$ cat src/octal_dac_pkg.sv
// Shared constants for the octal converter serial command link.
package octal_dac_pkg;
    localparam int unsigned CHANNEL_COUNT  = 8;
    localparam int unsigned CODE_WIDTH     = 16;
    localparam int unsigned SHIFT_WIDTH    = 32;
    localparam int unsigned FRAME_BITS     = 24;
    localparam int unsigned LONG_BITS      = 32;
    localparam int unsigned CMD_MSB        = 23;
    localparam int unsigned CMD_LSB        = 20;
    localparam int unsigned ADDR_MSB       = 19;
    localparam int unsigned ADDR_LSB       = 16;
    localparam logic [3:0]  CMD_WRITE      = 4'h0;
    localparam logic [3:0]  CMD_UPDATE     = 4'h1;
    localparam logic [3:0]  CMD_WRITE_ALL  = 4'h2;
    localparam logic [3:0]  CMD_WRITE_UPD  = 4'h3;
    localparam logic [3:0]  CMD_POWER_DOWN = 4'h4;
    localparam logic [3:0]  CMD_NOP        = 4'hF;
    localparam logic [3:0]  ADDR_ALL       = 4'hF;
    localparam logic [3:0]  ADDR_LAST      = 4'h7;
    localparam logic [15:0] CODE_RESET     = 16'h0000;
    localparam logic [7:0]  PD_RESET       = 8'hFF;
    localparam int unsigned CLK_MHZ        = 250;
    localparam int unsigned PWRUP_US       = 5;
    localparam int unsigned BIAS5_US       = 12;
    localparam int unsigned BIAS3_US       = 30;
    localparam int unsigned PWRUP_CYC      = PWRUP_US * CLK_MHZ;
    localparam int unsigned BIAS5_CYC      = BIAS5_US * CLK_MHZ;
    localparam int unsigned BIAS3_CYC      = BIAS3_US * CLK_MHZ;
    localparam int unsigned SCK_HALF_CYC   = 20;
    localparam int unsigned SCK_DIV_WIDTH  = 5;
    localparam int unsigned DELAY_WIDTH    = 14;
    localparam logic [3:0]  REG_FRAME      = 4'h0;
    localparam logic [3:0]  REG_CTRL       = 4'h4;
    localparam logic [3:0]  REG_STATUS     = 4'h8;
    localparam logic [3:0]  REG_ECHO       = 4'hC;
endpackage : octal_dac_pkg

$ cat src/dac_serial_if.sv
// Three-wire serial link plus clear and chain output between host and converter.
`timescale 1ns/1ps
interface dac_serial_if;
    logic selectAndLoadN;
    logic serialClk;
    logic serialDataIn;
    logic serialDataOut;
    logic asyncClearN;
    modport host (output selectAndLoadN, output serialClk, output serialDataIn, output asyncClearN,
                  input serialDataOut);
    modport device (input selectAndLoadN, input serialClk, input serialDataIn, input asyncClearN,
                    output serialDataOut);
endinterface : dac_serial_if

$ cat src/dac_device_core.sv
// Device end: serial command decoder, channel registers and power state.
// Function
// - Shift only on rising clock while selected.
// - Frame is command, address, sixteen data.
// - Code MSB first, padding bits lead.
// - Execute last frame on select rising.
// - Write stores data; address F selects all.
// - Commands 0-3 write and update variants.
// - Update copies input to converter register.
// - Update powers channel back up.
// - Command 4 powers down, ignores data.
// - Power-down keeps register contents.
// - Power-up delay 5, 12 or 30 us.
// - Command F does nothing.
// - Host sends only defined codes.
// - Optional 32-bit frame with eight pads.
// - Output bit leaves 32 edges later, falling.
// - Host chains devices, farthest frame first.
// - Outputs zero-scale after power application.
// - Clear low resets everything after a two-stage sync.
// - Serial output always driven.
`timescale 1ns/1ps
module dac_device_core
    import octal_dac_pkg::*;
(
    // Clock and reset.
    input  wire logic        core_clk,
    input  wire logic        rst_b,
    // Supply level: high selects the 3 V bias restart time.
    input  wire logic        lowSupply,
    // Serial link.
    dac_serial_if.device     link,
    // Channel outputs.
    output logic [CODE_WIDTH-1:0] activeCode [CHANNEL_COUNT],
    output logic [CHANNEL_COUNT-1:0] poweredDown,
    output logic [CHANNEL_COUNT-1:0] settling
);
    logic [2:0] csnSync_q;
    logic [2:0] sckSync_q;
    logic [1:0] sdiSync_q;
    logic [1:0] clrSync_q;
    logic [1:0] lowSync_q;
    logic [SHIFT_WIDTH-1:0] shift_q;
    logic sdo_q;
    logic [CODE_WIDTH-1:0] input_q [CHANNEL_COUNT];
    logic [CODE_WIDTH-1:0] conv_q [CHANNEL_COUNT];
    logic [CHANNEL_COUNT-1:0] pd_q;
    logic [CHANNEL_COUNT-1:0] settle_q;
    logic [DELAY_WIDTH-1:0] delay_q [CHANNEL_COUNT];
    logic clrN;
    logic selected;
    logic sckRise;
    logic sckFall;
    logic load;
    logic [3:0] cmd;
    logic [3:0] addr;
    logic [CODE_WIDTH-1:0] word;
    logic addrOk;
    logic doWrite;
    logic doUpdSel;
    logic doUpdAll;
    logic doDown;
    logic [DELAY_WIDTH-1:0] wakeCycles;

    // Link pins come from another domain; the third stage only feeds edge detection.
    always_ff @(posedge core_clk or negedge rst_b) begin
        if (!rst_b) begin
            csnSync_q <= 3'h7;
            sckSync_q <= 3'h0;
            sdiSync_q <= 2'h0;
            clrSync_q <= 2'h3;
            lowSync_q <= 2'h0;
        end else begin
            csnSync_q <= {csnSync_q[1:0], link.selectAndLoadN};
            sckSync_q <= {sckSync_q[1:0], link.serialClk};
            sdiSync_q <= {sdiSync_q[0], link.serialDataIn};
            clrSync_q <= {clrSync_q[0], link.asyncClearN};
            lowSync_q <= {lowSync_q[0], lowSupply};
        end
    end

    assign clrN     = clrSync_q[1];
    assign selected = !csnSync_q[1];
    assign sckRise  = sckSync_q[1] && !sckSync_q[2] && selected;
    assign sckFall  = !sckSync_q[1] && sckSync_q[2];
    assign load     = csnSync_q[1] && !csnSync_q[2];
    assign cmd      = shift_q[CMD_MSB:CMD_LSB];
    assign addr     = shift_q[ADDR_MSB:ADDR_LSB];
    assign word     = shift_q[CODE_WIDTH-1:0];
    assign addrOk   = addr <= ADDR_LAST || addr == ADDR_ALL;
    always_comb begin
        doWrite  = 1'b0;
        doUpdSel = 1'b0;
        doUpdAll = 1'b0;
        doDown   = 1'b0;
        if (load && addrOk) begin
            case (cmd)
                CMD_WRITE: begin
                    doWrite = 1'b1;
                end
                CMD_UPDATE: begin
                    doUpdSel = 1'b1;
                end
                CMD_WRITE_ALL: begin
                    doWrite  = 1'b1;
                    doUpdAll = 1'b1;
                end
                CMD_WRITE_UPD: begin
                    doWrite  = 1'b1;
                    doUpdSel = 1'b1;
                end
                CMD_POWER_DOWN: begin
                    doDown = 1'b1;
                end
                // No-op and reserved codes do nothing.
                default: begin
                    doDown = 1'b0;
                end
            endcase
        end
    end
    // Bias restart when all eight down.
    assign wakeCycles = (&pd_q) ? DELAY_WIDTH'(lowSync_q[1] ? BIAS3_CYC : BIAS5_CYC) : DELAY_WIDTH'(PWRUP_CYC);

    always_ff @(posedge core_clk or negedge rst_b) begin
        if (!rst_b) begin
            shift_q <= '0;
            sdo_q <= 1'b0;
        end else if (!clrN) begin
            shift_q <= '0;
            sdo_q <= 1'b0;
        end else begin
            if (sckRise) begin
                shift_q <= {shift_q[SHIFT_WIDTH-2:0], sdiSync_q[1]};
            end
            // Top bit leaves on falling edge.
            if (sckFall) begin
                sdo_q <= shift_q[SHIFT_WIDTH-1];
            end
        end
    end

    assign link.serialDataOut = sdo_q;

    // A 4 ns core clock sees clear with two cycles lag, well inside the 20 ns clear pulse.
    for (genvar ch = 0; ch < CHANNEL_COUNT; ch++) begin : g_chan
        logic                   hit;
        logic                   upd;
        logic [DELAY_WIDTH-1:0] delay_d;
        assign hit = addr == ADDR_ALL || addr == 4'(ch);
        assign upd = (doUpdSel && hit) || doUpdAll;

        // Wake delay loads for downed channels.
        always_comb begin
            delay_d = delay_q[ch];
            if (upd) begin
                delay_d = pd_q[ch] ? wakeCycles : '0;
            end else if (doDown && hit) begin
                delay_d = '0;
            end else if (delay_q[ch] != '0) begin
                delay_d = delay_q[ch] - DELAY_WIDTH'(1);
            end
        end

        always_ff @(posedge core_clk or negedge rst_b) begin
            if (!rst_b) begin
                input_q[ch] <= CODE_RESET;
            end else if (!clrN) begin
                input_q[ch] <= CODE_RESET;
            end else if (doWrite && hit) begin
                input_q[ch] <= word;
            end
        end

        always_ff @(posedge core_clk or negedge rst_b) begin
            if (!rst_b) begin
                conv_q[ch] <= CODE_RESET;
            end else if (!clrN) begin
                conv_q[ch] <= CODE_RESET;
            end else if (upd) begin
                conv_q[ch] <= (doWrite && hit) ? word : input_q[ch];
            end
        end

        always_ff @(posedge core_clk or negedge rst_b) begin
            if (!rst_b) begin
                pd_q[ch] <= 1'b0;
            end else if (!clrN) begin
                pd_q[ch] <= 1'b0;
            end else if (upd) begin
                pd_q[ch] <= 1'b0;
            end else if (doDown && hit) begin
                pd_q[ch] <= 1'b1;
            end
        end

        always_ff @(posedge core_clk or negedge rst_b) begin
            if (!rst_b) begin
                delay_q[ch]  <= '0;
                settle_q[ch] <= 1'b0;
            end else if (!clrN) begin
                delay_q[ch]  <= '0;
                settle_q[ch] <= 1'b0;
            end else begin
                delay_q[ch]  <= delay_d;
                settle_q[ch] <= delay_d != '0;
            end
        end

        assign activeCode[ch]  = conv_q[ch];
        assign poweredDown[ch] = pd_q[ch];
        // Settling comes from a flop, so the output never shows compare glitches.
        assign settling[ch]    = settle_q[ch];
    end
endmodule : dac_device_core

$ cat src/flat_wrapper.sv
// flat-port wrapper written by rule: the top's interface ports become plain ports
module dac_device_core_flat import octal_dac_pkg::*;
  (core_clk, rst_b, lowSupply, activeCode, poweredDown, settling, link_selectAndLoadN, link_serialClk, link_serialDataIn, link_asyncClearN, link_serialDataOut);
  dac_serial_if link_i ();
  input  wire logic core_clk;
  input  wire logic rst_b;
  input  wire logic lowSupply;
  output logic [CODE_WIDTH-1:0] activeCode[CHANNEL_COUNT];
  output logic [CHANNEL_COUNT-1:0] poweredDown;
  output logic [CHANNEL_COUNT-1:0] settling;
  input wire logic [$bits(link_i.selectAndLoadN)-1:0] link_selectAndLoadN;
  input wire logic [$bits(link_i.serialClk)-1:0] link_serialClk;
  input wire logic [$bits(link_i.serialDataIn)-1:0] link_serialDataIn;
  input wire logic [$bits(link_i.asyncClearN)-1:0] link_asyncClearN;
  output wire logic [$bits(link_i.serialDataOut)-1:0] link_serialDataOut;
  assign link_i.selectAndLoadN = link_selectAndLoadN;
  assign link_i.serialClk = link_serialClk;
  assign link_i.serialDataIn = link_serialDataIn;
  assign link_i.asyncClearN = link_asyncClearN;
  assign link_serialDataOut = link_i.serialDataOut;
  dac_device_core u_core (.core_clk(core_clk), .rst_b(rst_b), .lowSupply(lowSupply), .link(link_i), .activeCode(activeCode), .poweredDown(poweredDown), .settling(settling));
endmodule
$ cat config.mk
export PLATFORM = sky130hd
export DESIGN_NAME = dac_device_core_flat
export DESIGN_NICKNAME = d
export VERILOG_FILES = /design/src/octal_dac_pkg.sv /design/src/dac_serial_if.sv /design/src/dac_device_core.sv /design/src/flat_wrapper.sv
export SDC_FILE = /design/constraint.sdc
export NUM_CORES = 1
export LEC_CHECK = 0
export ABC_AREA = 1
export ABC_CLOCK_PERIOD_IN_PS = 2300
export BUFFER_PORTS_ARGS = -buffer_cell sky130_fd_sc_hd__buf_2
export CAP_MARGIN = 15
export CORE_UTILIZATION = 25
export CTS_CLUSTER_SIZE = 25
export DETAILED_ROUTE_END_ITERATION = 7
export MAX_ROUTING_LAYER = met4
export REMOVE_ABC_BUFFERS = 1
export SLEW_MARGIN = 20
export SYNTH_ARGS = -nofsm -noshare
export SYNTH_HDL_FRONTEND = slang
export SYNTH_SLANG_ARGS = --single-unit
$ cat constraint.sdc
create_clock -name core_clk -period 2.3 [get_ports core_clk]
set_input_delay 0.46 -clock core_clk [delete_from_list [all_inputs] [get_ports core_clk]]
set_output_delay 0.46 -clock core_clk [all_outputs]
set_load 0.02 [all_outputs]
Yosys cells after proc, flatten, opt, wreduce, memory -nomap -nowiden

Cells that the tools add are included.

Equality and inequality tests: 30
$lt $le $gt $ge: 1
Reduce and logical (&&, ||, !) cells: 71
Mux-type cells: 118
Add/subtract/negate cells: 8

Operators with widths:

| cell                                                            | count |
|---|---|
| 2-to-1 mux 14 bit                                               | 41 |
| 2-to-1 mux 16 bit                                               | 32 |
| nonzero test 14 bit                                             | 16 |
| subtractor 14 x 1 -> 14 bit (second input constant)             | 8 |
| 2-to-1 mux 32 bit                                               | 2 |
| 2-to-1 mux 1 bit                                                | 42 |
| logical AND 1 bit                                               | 29 |
| != test 3 bit (second input constant)                           | 8 |
| equality test 4 x 3 -> 1 bit (second input constant)            | 5 |
| != test 2 bit (second input constant)                           | 10 |
| logical OR 1 bit                                                | 17 |
| equality test 4 x 2 -> 1 bit (second input constant)            | 4 |
| 2-to-1 mux 13 bit                                               | 1 |
| equality test 4 x 1 -> 1 bit (second input constant)            | 2 |
| zero test 4 bit                                                 | 2 |
| AND reduction 8 bit                                             | 1 |
| equality test 4 bit (second input constant)                     | 1 |
| less-or-equal comparator 4 x 3 -> 1 bit (second input constant) | 1 |
| zero test 1 bit                                                 | 4 |
| OR reduction 3 bit                                              | 1 |
| OR reduction 2 bit                                              | 1 |

Register bits after elaboration: 429
Word-level logic and storage cells: 275

Longest topological paths before layout

Gate-level depths: netlist of the first run.

Depth after elaboration: 9
Gate-level depth with buffers: 15

Worst setup path after synthesis of the first run

OpenSTA, ideal clock, no wires.

Path kind: reg2reg
Start: register u_core.delay_q[84] (netlist name)
End: register u_core.settle_q[1], in the netlist u_core.settling[1]
Data arrival time: 1.890 ns
Slack: 0.273 ns
Stages on the path, launching flop included: 15
Period minus slack after synthesis: 2.027 ns
Cell sequence: dfrtp_1 inv_1 ha_1 nand2_1 nor2_1 nand2_1 buf_2 nand2_1 nor2_1 nand2_1 nand2_1 nor2_1 nand2_1 nor2_1 a21oi_1

Word-level cells in the longest chain between the ends: 6
Elaborated cells between the ends (all ways): 7
Those cells by class: add/sub: 1; mux: 4; reduce/logical: 2

Ends and longest elaborated chain:

| element                                                            | line                                           | RTL |
|---|---|---|
| start: declaration                                                 | dac_device_core.sv:49                          | `logic [DELAY_WIDTH-1:0] delay_q [CHANNEL_COUNT];` |
| start signal: indexed assignment                                   | dac_device_core.sv:205                         | `delay_q[ch] <= delay_d;` |
| subtractor 14 x 1 -> 14 bit or nonzero test 14 bit (tied branches) | dac_device_core.sv:161, dac_device_core.sv:160 |  |
| 2-to-1 mux 14 bit *                                                | dac_device_core.sv:160                         | `end else if (delay_q[ch] != '0) begin` |
| 2-to-1 mux 14 bit *                                                | dac_device_core.sv:158                         | `end else if (doDown && hit) begin` |
| 2-to-1 mux 14 bit *                                                | dac_device_core.sv:156                         | `if (upd) begin` |
| nonzero test 14 bit *                                              | dac_device_core.sv:206                         | `settle_q[ch] <= delay_d != '0;` |
| 2-to-1 mux 1 bit *                                                 | dac_device_core.sv:201                         | `end else if (!clrN) begin` |
| end signal: indexed assignment                                     | dac_device_core.sv:200                         | `settle_q[ch] <= 1'b0;` |
| end signal: indexed assignment                                     | dac_device_core.sv:203                         | `settle_q[ch] <= 1'b0;` |
| end signal: indexed assignment                                     | dac_device_core.sv:206                         |  |
| end: declaration                                                   | dac_device_core.sv:48                          | `logic [CHANNEL_COUNT-1:0] settle_q;` |

Mark *: on every way between the ends. The rest lies on a longest branch, timed or not.
A chain may end at the register's enable or synchronous reset.

Worst setup path in the final report of the first run

Start: register u_core.csnSync_q[1]
End: register u_core.settle_q[7], in the netlist u_core.settling[7]

Word-level cells in the longest chain between the ends: 8
Elaborated cells between the ends (all ways): 12
Those cells by class: mux: 6; reduce/logical: 6

Ends and longest elaborated chain:

| element                                               | line                                           | RTL |
|---|---|---|
| start: declaration                                    | dac_device_core.sv:38                          | `logic [2:0] csnSync_q;` |
| start signal: assignment                              | dac_device_core.sv:74                          | `csnSync_q <= {csnSync_q[1:0], link.selectAndLoadN};` |
| logical AND 1 bit *                                   | dac_device_core.sv:86                          | `assign load = csnSync_q[1] && !csnSync_q[2];` |
| logical AND 1 bit *                                   | dac_device_core.sv:96                          | `if (load && addrOk) begin` |
| 2-to-1 mux 1 bit                                      | dac_device_core.sv:96                          |  |
| logical AND 1 bit, on equally long branches           | dac_device_core.sv:158, dac_device_core.sv:151 |  |
| 2-to-1 mux 14 bit or logical OR 1 bit (tied branches) | dac_device_core.sv:158, dac_device_core.sv:151 |  |
| 2-to-1 mux 14 bit *                                   | dac_device_core.sv:156                         |  |
| nonzero test 14 bit *                                 | dac_device_core.sv:206                         |  |
| 2-to-1 mux 1 bit *                                    | dac_device_core.sv:201                         |  |

Marked as above.

==> impl_results.md, run 1 <==
* Comb power frac at 2.9%
* Violated checks: design-rule violations
* Largest stage delay on the critical path at 0.53 ns
* CTS Buffer Depth at 3
* Fin Hold WS at 0.0248 ns
* Vias at 18100
* Sw Pwr at 3.52 mW
* Drt pass-1 iters at 7
* IO Count at 152
* TritonCTS Buffers at 45
* Mapped Cells at 2709
* Net Sw Frac at 22.6%
* HPWL after DPL at 44100 um
* Synth top cells by count: 892 x nand2_1, 445 x nor2_1, 424 x dfrtp_1
* Crit-path most repeated cell: nor2_1
* Rows at 104
* Ranking of synthesized cells by area: dfrtp_1 52%, nand2_1 16%, nor2_1 8.1%
* Post-synth top area share at 51.7%
* Seq pwr share at 48.6%
* Post-synth EDFFs at 0
* Final net count at 2953
* Worst-Skew Late Latency at 0.60 ns
* Post-route DRC at 10
* RSZ-0062 raised after global routing: true
* Status: finished, violations left
* Final Power at 15.6 mW
* Worst setup EP type: flop
* Leak at 13.7 nW
* Layout cells sized above 1 at 13.0%
* Async set-reset flop share out of synthesis at 100%
* Crit. path cell count at 13
* Slew @ Worst Pin at 0.889 ns
* Routed Antenna Nets at 0
* Slew Viols, Final at 0
* Yosys reg bits at 429
* Post-synth top area cell: dfrtp_1
* GRT overflow at 0
* Tot GR Track Use at 15.4%
* Clk sinks at 429
* Vias in the first global route at 17700
* DRT iter0 DRCs at 1276
* Final critical-path required period at 2.20 ns
* Setup slack after placement at -0.0338 ns
* R2R depth at 13
* CP max FO at 8
* Post-synthesis sequential area ratio at 52.3%
* Die Ht at 289 um
* Top cell family by delay on the critical path: simple AND/OR/NAND/NOR gates
* Initial antenna violation count at 2
* Main synth FF type: dfrtp_1
* Synth cell types at 32
* Most frequent cell after synthesis: nand2_1
* Htree depth at 2
* Worst Skew at 0.0373 ns
* MaxCap Viol Count at 0
* WP data arrival at 2.70 ns
* Rel. slew slack at 40.7%
* Gpl congestion at 0.872
* PD cells at 625 nW/um^2
* Syn avg cell area at 7.58 um^2
* Core area at 80900 um^2
* Clk slew on worst S/H paths at 0.06 ns
* Worst hold path class: in -> reg
* Fmax at 0.456 GHz
* Max IR drop VDD at 0.000490 V
* Clock share of power at 48.5%
* Placed insts at 3947
* Initial Util at 25.4%
* Worst path buffer plus inverter count at 2
* Largest net degree at the start of global routing at 87
* Hold Path Depth at 1
* Crit-path slowest cell: dfstp_2
* DR vias/cell at 4.50
* Fin cells at 4035
* Total length of routed wires at 61600 um
* Final hold vios at 0
* TritonCTS clock tree: yes
* Mapped Area at 20500 um^2
* Worst Path Class, Setup: reg -> reg
* # fillers at 8648
* WP data required at 2.80 ns
* Root buf cell: clkbuf_16
* Wire length per cell at 15.3 um
* Die area at 83200 um^2
* Layout Area Growth over Synthesis at 21.8%
* Sum Neg Setup Slack at 0 ns
* Final setup viols at 0
* I/O Buffers at 151
* Period utilization at 95.4%
* Synthesis Warnings at 0
* P_int at 12.1 mW
* Die Wd at 289 um
* Crit path cell chain: nand2_1, inv_1, nand2_1, nor2_2, nor2_1, buf_4, nor2_1, nor2_1, nand2_1, nor2_1, nand2_1, nor2_1, nor2_1
* First-pass GRT wire length at 98600 um
* Crit path launch type: flop
* Fin worst setup slack at 0.105 ns
-- logic make-up (layout without fill, tap and decap cells) --
group,after synthesis,after routing,synth area share (%)
fa+ha+maj,8,8,0.488
simple gates,1572,1572,30.7
flops,429,429,52.3
buf+inv,291,556,5.80
xor+xnor,26,26,1.11
other cells,0,1,0
compound gates,383,383,9.59
-- what timing repair did --
| item | 4_1_cts | 5_1_grt |
|---|---|---|
| endpoints found under the hold margin | 35 | 0 |
| endpoints found under the setup margin | 4 | 108 |
| hold buffers | 4 | 0 |
| pin swaps | 0 | 0 |
| resized for setup | 1 | 16 |
| setup buffers | 0 | 0 |
-- registers in the layout (all words and copies together) (netlist names) --
register,count
u_core.activeCode,128
u_core.input_q,128
u_core.delay_q,112
u_core.shift_q,32
u_core.poweredDown,8
u_core.settling,8
u_core.csnSync_q,3
u_core.sckSync_q,3
u_core.clrSync_q,2
u_core.lowSync_q,2
u_core.sdiSync_q,2
u_core.link.serialDataOut,1
-- per-stage QoR --
stage          utilization (%)  area, um^2
2_1_floorplan                -       20100
3_3_place_gp              28.9       23400
3_5_place_dp              28.9       23400
4_1_cts                   30.8       24900
5_1_grt                   30.9       25000
6_report                  30.9       25000
-- path summary, 6_finish.rpt --
check | to | slack (ns) | from
setup reg to reg | u_core.settling[7] | 0.10 | u_core.csnSync_q[1]
max in group asynchronous | u_core.input_q[87] | 1.15 | rst_b
hold / removal | u_core.sckSync_q[0] | 0.02 | link_serialClk
min in group asynchronous | u_core.input_q[56] | 0.40 | rst_b
setup / recovery | u_core.settling[7] | 0.10 | u_core.csnSync_q[1]
hold reg to reg | u_core.sdiSync_q[1] | 0.35 | u_core.sdiSync_q[0]
-- power groups by stage --
stage	Sequential (mW)	Combinational, mW	Clock, mW
2_1_floorplan	7.75	0.107	0
3_3_place_gp	7.73	0.463	0
3_5_place_dp	7.73	0.464	0
4_1_cts	7.59	0.471	7.75
5_1_grt	7.59	0.516	8.08
6_report	7.59	0.456	7.57
-- cells in the final DEF, fill, tap and decap left out, types with 2 or more instances in the layout --
cell type      synthesis  final
dlygate4sd3_1          0      4
nand3_2                3      5
buf_2                 40    150
clkinv_16              0      2
dfstp_2                5      4
nand3b_1              14     14
nand2_2                7     10
nor2_4                 0      4
buf_12                 0     21
buf_4                  5     99
clkbuf_8               0      7
o21ai_0              175    175
bufinv_16              0      4
o31ai_1                4      4
xnor2_1               14     14
dfrtp_1              424    423
nand2_1              892    889
a21boi_1               2      2
clkinv_2               0      5
inv_1                179    179
nor3_1                11     10
clkbuf_16              0     46
ha_1                   8      8
xor2_1                12     12
o21a_1                 8      8
clkinv_4               0      3
buf_6                  4      2
nor2_2                10     16
nor2_1               445    435
nand4_1               19     19
and2_1                 2      2
clkinv_1              15     15
nand3_1              169    167
a21oi_1              190    190
clkbuf_1              39     15
-- layer usage --
metal  share of wire, %  vias to the layer above  GRT usage [%]
li1                   -                     9039              -
met1                 48                     8591           20.8
met2                 46                      422           24.4
met3                4.3                       86           2.05
met4                1.9                        0           3.82
met5                  0                        -              -
-- worst register-to-register path, stage by stage (launching register included) --
cell and delay (ns):
dfstp_2 0.53, nand2_1 0.10, inv_1 0.13, nand2_1 0.08
nor2_2 0.36, nor2_1 0.15, buf_4 0.18, nor2_1 0.18
nor2_1 0.09, nand2_1 0.08, nor2_1 0.05, nand2_1 0.08
nor2_1 0.04, nor2_1 0.07
-- cell type report --
cell class | instances | area [um^2] | area share (%)
Sequential cell | 429 | 10700 | 43.0
Multi-Input combinational cell | 1989 | 8660 | 34.6
Timing Repair Buffer | 277 | 1990 | 7.97
Tap cell | 1060 | 1330 | 5.30
Clock buffer | 68 | 1300 | 5.21
Inverter | 196 | 738 | 2.95
Clock inverter | 15 | 239 | 0.956
Antenna cell | 1 | 2.50 | 0.0100
(Power assumes the default switching activity.)
==> run 2: changes to the inputs <==
--- a/config.mk
+++ b/config.mk
@@ -9,6 +9,7 @@
 export ABC_CLOCK_PERIOD_IN_PS = 2300
 export BUFFER_PORTS_ARGS = -buffer_cell sky130_fd_sc_hd__buf_2
 export CAP_MARGIN = 15
+export CORE_MARGIN = 2
 export CORE_UTILIZATION = 25
 export CTS_CLUSTER_SIZE = 25
 export DETAILED_ROUTE_END_ITERATION = 7
==> impl_results.md, run 2 (synthesis gave the netlist of run 1 again) <==
* Most frequent cells in the layout: 888 x nand2_1, 427 x nor2_1, 422 x dfrtp_1, 190 x a21oi_1, 178 x inv_1
* Status: completed
* Rows at 105 (+0.96%)
* Layout cells sized above 1 at 13.6% (+0.61 points)
* Wire length per cell at 15.3 um (about the same)
* CP max FO at 10 (+2)
* PD cells at 619 nW/um^2 (-0.83%)
* Core Util, Final at 30.6% (-0.32 points)
* Sw Pwr at 3.42 mW (-2.8%)
* Comb power frac at 2.9% (about the same)
* Clk sinks at 429 (unchanged)
* Worst R2R Start: u_core.csnSync_q[1]
* Final setup viols at 0 (unchanged)
* Fin worst setup slack at 0.0836 ns (-0.0213 ns)
* Slew @ Worst Pin at 0.918 ns (+0.0291 ns)
* Fmax at 0.451 GHz (-0.96%)
* Vias at 18200 (+0.26%)
* Fin Hold WS at 0.0338 ns (+0.00897 ns)
* First-pass GRT wire length at 98500 um (about the same)
* P_int at 12.1 mW (-0.33%)
* Crit path from: u_core.csnSync_q[1]
* Clock share of power at 48.0% (-0.5 points)
* Max IR drop VDD at 0.000435 V (-11%)
* DR vias/cell at 4.51 (+0.24%)
* Worst hold path class: in -> reg
* MaxCap Viol Count at 0 (unchanged)
* Post-route DRC at 0 (-10)
* Slew Viols, Final at 0 (unchanged)
* R2R setup slack at 0.08 ns (-0.02 ns)
* Crit path launch type: flop
* Die area at 84400 um^2 (+1.4%)
* Initial Util at 25.1% (-0.24 points)
* Final net count at 2950 (-0.10%)
* Setup slack after placement at -0.0253 ns (+0.00853 ns)
* Fin cells at 4036 (+0.025%)
* Register area at 10700 um^2 (about the same)
* Routed Antenna Nets at 0 (unchanged)
* DRT iter0 DRCs at 1168 (-8.5%)
* Worst-Skew Late Latency at 0.56 ns (-0.04 ns)
* Drt pass-1 iters at 5 (-2)
* TritonCTS clock tree: yes
* Htree depth at 2 (unchanged)
* ANT cells at 0 (-1)
* GRT overflow at 0 (unchanged)
* WP data required at 2.72 ns (-0.08 ns)
* IO Count at 152 (unchanged)
* Final Power at 15.5 mW (-0.89%)
* Seq pwr share at 49.1% (+0.5 points)
* Largest net degree at the start of global routing at 82 (-5.7%)
* Final hold vios at 0 (unchanged)
* Clk slew on worst S/H paths at 0.06 ns (about the same)
* R2r endpoint: u_core.settling[2]
* Die Wd at 291 um (+0.69%)
* Gpl congestion at 0.878 (+0.68%)
* I/O Buffers at 151 (unchanged)
* RSZ-0062 raised after global routing: true
* CTS Buffer Depth at 3 (unchanged)
* Core area at 81700 um^2 (+0.96%)
* Root buf cell: clkbuf_16
* Net Sw Frac at 22.1% (-0.44 points)
* Placed insts at 3953 (+0.15%)
* Worst setup EP type: flop
* Initial antenna violation count at 1 (-1)
* HPWL after DPL at 43800 um (-0.61%)
* Footprint of the multi-input gates at 8720 um^2 (+0.74%)
* Hold path endpoint: u_core.sckSync_q[0]
* Commonest non-fill, non-tap cell in the layout: nand2_1
* Layout Area Growth over Synthesis at 21.8% (about the same)
* TritonCTS Buffers at 43 (-4.4%)
* Period utilization at 96.4% (+0.93 points)
* Worst Skew at 0.0168 ns (-0.0205 ns)
* Die Ht at 291 um (+0.69%)
* Final critical-path required period at 2.22 ns (+0.0213 ns)
* Vias in the first global route at 17700 (-0.017%)
* Tot GR Track Use at 14.8% (-0.60 points)
* Total length of routed wires at 61600 um (about the same)
* Leak at 13.7 nW (-0.12%)
* Hold Path Depth at 1 (unchanged)
* Rel. slew slack at 38.8% (-1.9 points)
* Worst Path Class, Setup: reg -> reg
* R2R depth at 11 (-2)
* # fillers at 8716 (+0.79%)
* HP Start: link_serialClk
* WP data arrival at 2.63 ns (-0.07 ns)
run 2: critical path: stages (launching register included):
cell,delay (ns)
dfstp_2,0.55
nand2_1,0.11
a21oi_4,0.20
nand2_2,0.21
nand2_2,0.31
nor2_2,0.14
nand2_1,0.12
nand2_1,0.05
nor2_1,0.09
nand3_1,0.08
nor2_1,0.14
nor2_1,0.06
run 2: metrics by stage:
step | instance area, um^2 | setup TNS, ns
floorplan | 20100 | -245.62
global placement | 23300 | 0
detailed placement | 23300 | -0.0417
CTS | 24900 | 0
global route | 25000 | -0.292
finish | 25000 | 0
run 2: how the worst max path moves through the flow:
stage	to	cells past startpoint
after CTS	u_core.settling[5]	12
after global routing	u_core.settling[4]	11
final	u_core.settling[2]	11
after detailed placement	u_core.settling[2]	13
after global placement	u_core.settling[2]	13
after floorplan	u_core.poweredDown[0]	3
run 2: metal layers:
layer  vias to the layer above  track usage, %  share of wire [%]
met3                       105            2.17                5.1
met2                       444            23.4                 46
met1                      8582            19.7                 46
met4                         0            4.74                2.9
met5                         -               -                  0
li1                       9055               -                  -
run 2: layout make-up:
class / instances / area share, %
timing repair buffer: 276 / 7.86
tap: 1070 / 5.36
multi-input combinational: 1989 / 34.9
sequential: 429 / 43.0
clock inverter: 14 / 0.876
inverter: 196 / 2.95
clock buffer: 62 / 5.04
run 2: power groups by stage:
stage | combinational, mW | sequential, mW | clock, mW
after detailed placement | 0.457 | 7.73 | 0
after global placement | 0.456 | 7.73 | 0
after CTS | 0.463 | 7.59 | 7.60
after global routing | 0.506 | 7.59 | 7.91
final | 0.450 | 7.59 | 7.44
after floorplan | 0.107 | 7.75 | 0
run 2: repair_timing:
item,CTS,global route
gates resized for setup,3,31
pin swaps,0,1
hold buffers,4,0
gates cloned,0,0
endpoints found under the setup margin,4,44
setup buffers,0,3
endpoints found under the hold margin,31,0
==> run 3: changes to the inputs <==
--- a/config.mk
+++ b/config.mk
@@ -7,14 +7,15 @@
 export LEC_CHECK = 0
 export ABC_AREA = 1
 export ABC_CLOCK_PERIOD_IN_PS = 2300
-export BUFFER_PORTS_ARGS = -buffer_cell sky130_fd_sc_hd__buf_2
+export BUFFER_PORTS_ARGS = -buffer_cell sky130_fd_sc_hd__buf_4
 export CAP_MARGIN = 15
-export CORE_MARGIN = 2
+export CORE_MARGIN = 3
 export CORE_UTILIZATION = 25
 export CTS_CLUSTER_SIZE = 25
 export DETAILED_ROUTE_END_ITERATION = 7
 export MAX_ROUTING_LAYER = met4
 export REMOVE_ABC_BUFFERS = 1
+export SETUP_SLACK_MARGIN = 0.2
 export SLEW_MARGIN = 20
 export SYNTH_ARGS = -nofsm -noshare
 export SYNTH_HDL_FRONTEND = slang
==> impl_results.md, run 3 (synthesis gave the netlist of run 1 again) <==
* Status: completed
* Rel. slew slack at 45.7% (+7.0 points)
* Sw Pwr at 3.72 mW (+8.7%)
* Clk sinks at 429 (unchanged)
* Die Ht at 293 um (+0.69%)
* P_int at 12.8 mW (+6.3%)
* Total length of routed wires at 66800 um (+8.5%)
* Seq pwr share at 45.9% (-3.2 points)
* R2r endpoint: u_core.activeCode[42]
* Crit path from: u_core.csnSync_q[1]
* R2R depth at 13 (+2)
* Core area at 80900 um^2 (-0.95%)
* Worst R2R Start: u_core.csnSync_q[1]
* Largest net degree at the start of global routing at 81 (-1.2%)
* RSZ-0062 raised after global routing: true
* Gpl congestion at 0.896 (+2.0%)
* PD cells at 602 nW/um^2 (-2.8%)
* Root buf cell: clkbuf_16
* Slew @ Worst Pin at 0.814 ns (-0.104 ns)
* Most frequent cells in the layout: 866 x nand2_1, 418 x dfrtp_1, 398 x nor2_1, 312 x buf_4
* Post-place instance area at 23600 um^2 (+1.1%)
* Post-route DRC at 0 (unchanged)
* DR vias/cell at 4.61 (+2.3%)
* Worst setup EP type: flop
* Wire length per cell at 16.2 um (+5.8%)
* Slew Viols, Final at 0 (unchanged)
* Placed insts at 3940 (-0.33%)
* Fmax at 0.452 GHz (+0.25%)
* Worst Skew at 0.0328 ns (+0.0160 ns)
* Layout cells sized above 1 at 21.0% (+7.4 points)
* I/O Buffers at 151 (unchanged)
* Initial antenna violation count at 0 (-1)
* Drt pass-1 iters at 8 (+3)
* Net Sw Frac at 22.5% (+0.39 points)
* GRT overflow at 0 (unchanged)
* Initial Util at 25.4% (+0.24 points)
* Worst hold path class: reg -> reg
* HPWL after DPL at 44300 um (+0.98%)
* Routed Antenna Nets at 0 (unchanged)
* CTS Buffer Depth at 3 (unchanged)
* Crit path launch type: flop
* MaxCap Viol Count at 0 (unchanged)
* TritonCTS Buffers at 45 (+4.7%)
* Final hold vios at 0 (unchanged)
* Final net count at 3055 (+3.6%)
* Hold Path Depth at 0 (-1)
* DRT iter0 DRCs at 1150 (-1.5%)
* Leak at 14.5 nW (+5.7%)
* TritonCTS clock tree: yes
* Htree depth at 2 (unchanged)
* First-pass GRT wire length at 101000 um (+2.2%)
* # fillers at 8372 (-3.9%)
* Clk slew on worst S/H paths at 0.07 ns (about the same)
* Final critical-path required period at 2.21 ns (-0.00543 ns)
* Max IR drop VDD at 0.000455 V (+4.5%)
* Comb power frac at 3.3% (+0.4 points)
* CP max FO at 8 (-2)
* R2R setup slack at 0.09 ns (about the same)
* Period utilization at 96.1% (-0.24 points)
* CP Capture Point: u_core.activeCode[42]
* Worst Path Class, Setup: reg -> reg
* Fin cells at 4137 (+2.5%)
* Commonest non-fill, non-tap cell in the layout: nand2_1
* Final non-filler cell area at 27500 um^2 (+10%)
* Layout Area Growth over Synthesis at 33.9%
* Die Wd at 293 um (+0.69%)
* Rows at 104 (-0.95%)
* WP data arrival at 2.74 ns (+0.11 ns)
* IO Count at 152 (unchanged)
* WP data required at 2.83 ns (+0.11 ns)
* ANT cells at 0 (unchanged)
* Tot GR Track Use at 15.0% (+0.11 points)
* Worst-Skew Late Latency at 0.60 ns (+0.04 ns)
* Vias at 19100 (+4.8%)
* Final setup viols at 0 (unchanged)
* Die area at 85600 um^2 (+1.4%)
* Vias in the first global route at 18100 (+2.6%)
* Clock share of power at 50.8% (+2.8 points)
-- run 3: layout make-up --
cell class	instances	area, um^2	share of cell area (%)
timing repair buffer	375	3440	12.5
sequential	429	10800	39.1
multi-input combinational	1993	9490	34.5
inverter	196	747	2.72
clock inverter	25	458	1.67
clock buffer	59	1270	4.62
tap	1060	1330	4.83
-- run 3: power by group through the flow --
| stage | clock, mW | sequential, mW | combinational, mW |
|---|---|---|---|
| CTS | 8.55 | 7.59 | 0.460 |
| finish | 8.40 | 7.59 | 0.545 |
| floorplan | 0 | 7.75 | 0.107 |
| global placement | 0 | 7.73 | 0.446 |
| detailed placement | 0 | 7.73 | 0.446 |
| global route | 8.86 | 7.59 | 0.602 |
-- run 3: metal layers --
metal / vias to the layer above / part of all wire, % / track usage [%] / wire length, um
li1: 9277 / - / - / -
met1: 9151 / 45 / 20.1 / 30200
met2: 546 / 48 / 24.2 / 32100
met3: 93 / 5.1 / 2.03 / 3430
met4: 0 / 1.7 / 3.17 / 1110
met5: - / 0 / - / 0
-- run 3: worst min path at each step --
| stage | startpoint | slack [ns] | end |
|---|---|---|---|
| final | u_core.sckSync_q[0] | 0.35 | u_core.sckSync_q[1] |
| after global routing | u_core.sckSync_q[0] | 0.36 | u_core.sckSync_q[1] |
| after CTS | u_core.sckSync_q[0] | 0.35 | u_core.sckSync_q[1] |
| after detailed placement | u_core.lowSync_q[0] | 0.34 | u_core.lowSync_q[1] |
| after global placement | u_core.lowSync_q[0] | 0.33 | u_core.lowSync_q[1] |
| after floorplan | rst_b | 0.16 | u_core.activeCode[0] |
-- run 3: stage by stage --
| stage | setup TNS [ns] | total power, mW | hold WS, ns | utilization, % | worst slack, ns |
|---|---|---|---|---|---|
| finish | 0 | 16.5 | 0.348 | 33.9 | 0.0890 |
| global route | -0.0527 | 17.1 | 0.363 | 33.9 | -0.0323 |
| CTS | 0 | 16.6 | 0.350 | 31.5 | 0.0554 |
| detailed placement | -0.0223 | 8.18 | 0.341 | 29.1 | -0.0223 |
| global placement | -0.0193 | 8.17 | 0.335 | 29.1 | -0.0193 |
| floorplan | -245.62 | 7.85 | 0.164 | - | -1.28 |
-- run 3: critical path, stage by stage (launching register included) --
cell	delay [ns]
dfstp_2	0.58
nand2_4	0.09
a21oi_4	0.14
buf_12	0.15
buf_12	0.14
nand2_8	0.11
nor2_4	0.16
buf_12	0.13
buf_12	0.12
clkbuf_16	0.15
o21ai_0	0.07
nor2_1	0.16
nand2_1	0.07
nand2_1	0.06
-- run 3: repair_timing --
item	CTS	global route
endpoints found under the hold margin	45	0
gates resized for setup	22	267
buffers inserted	1	88
hold buffers	6	0
setup endpoints to repair	125	171
pin swaps	1	108
cloned	0	18
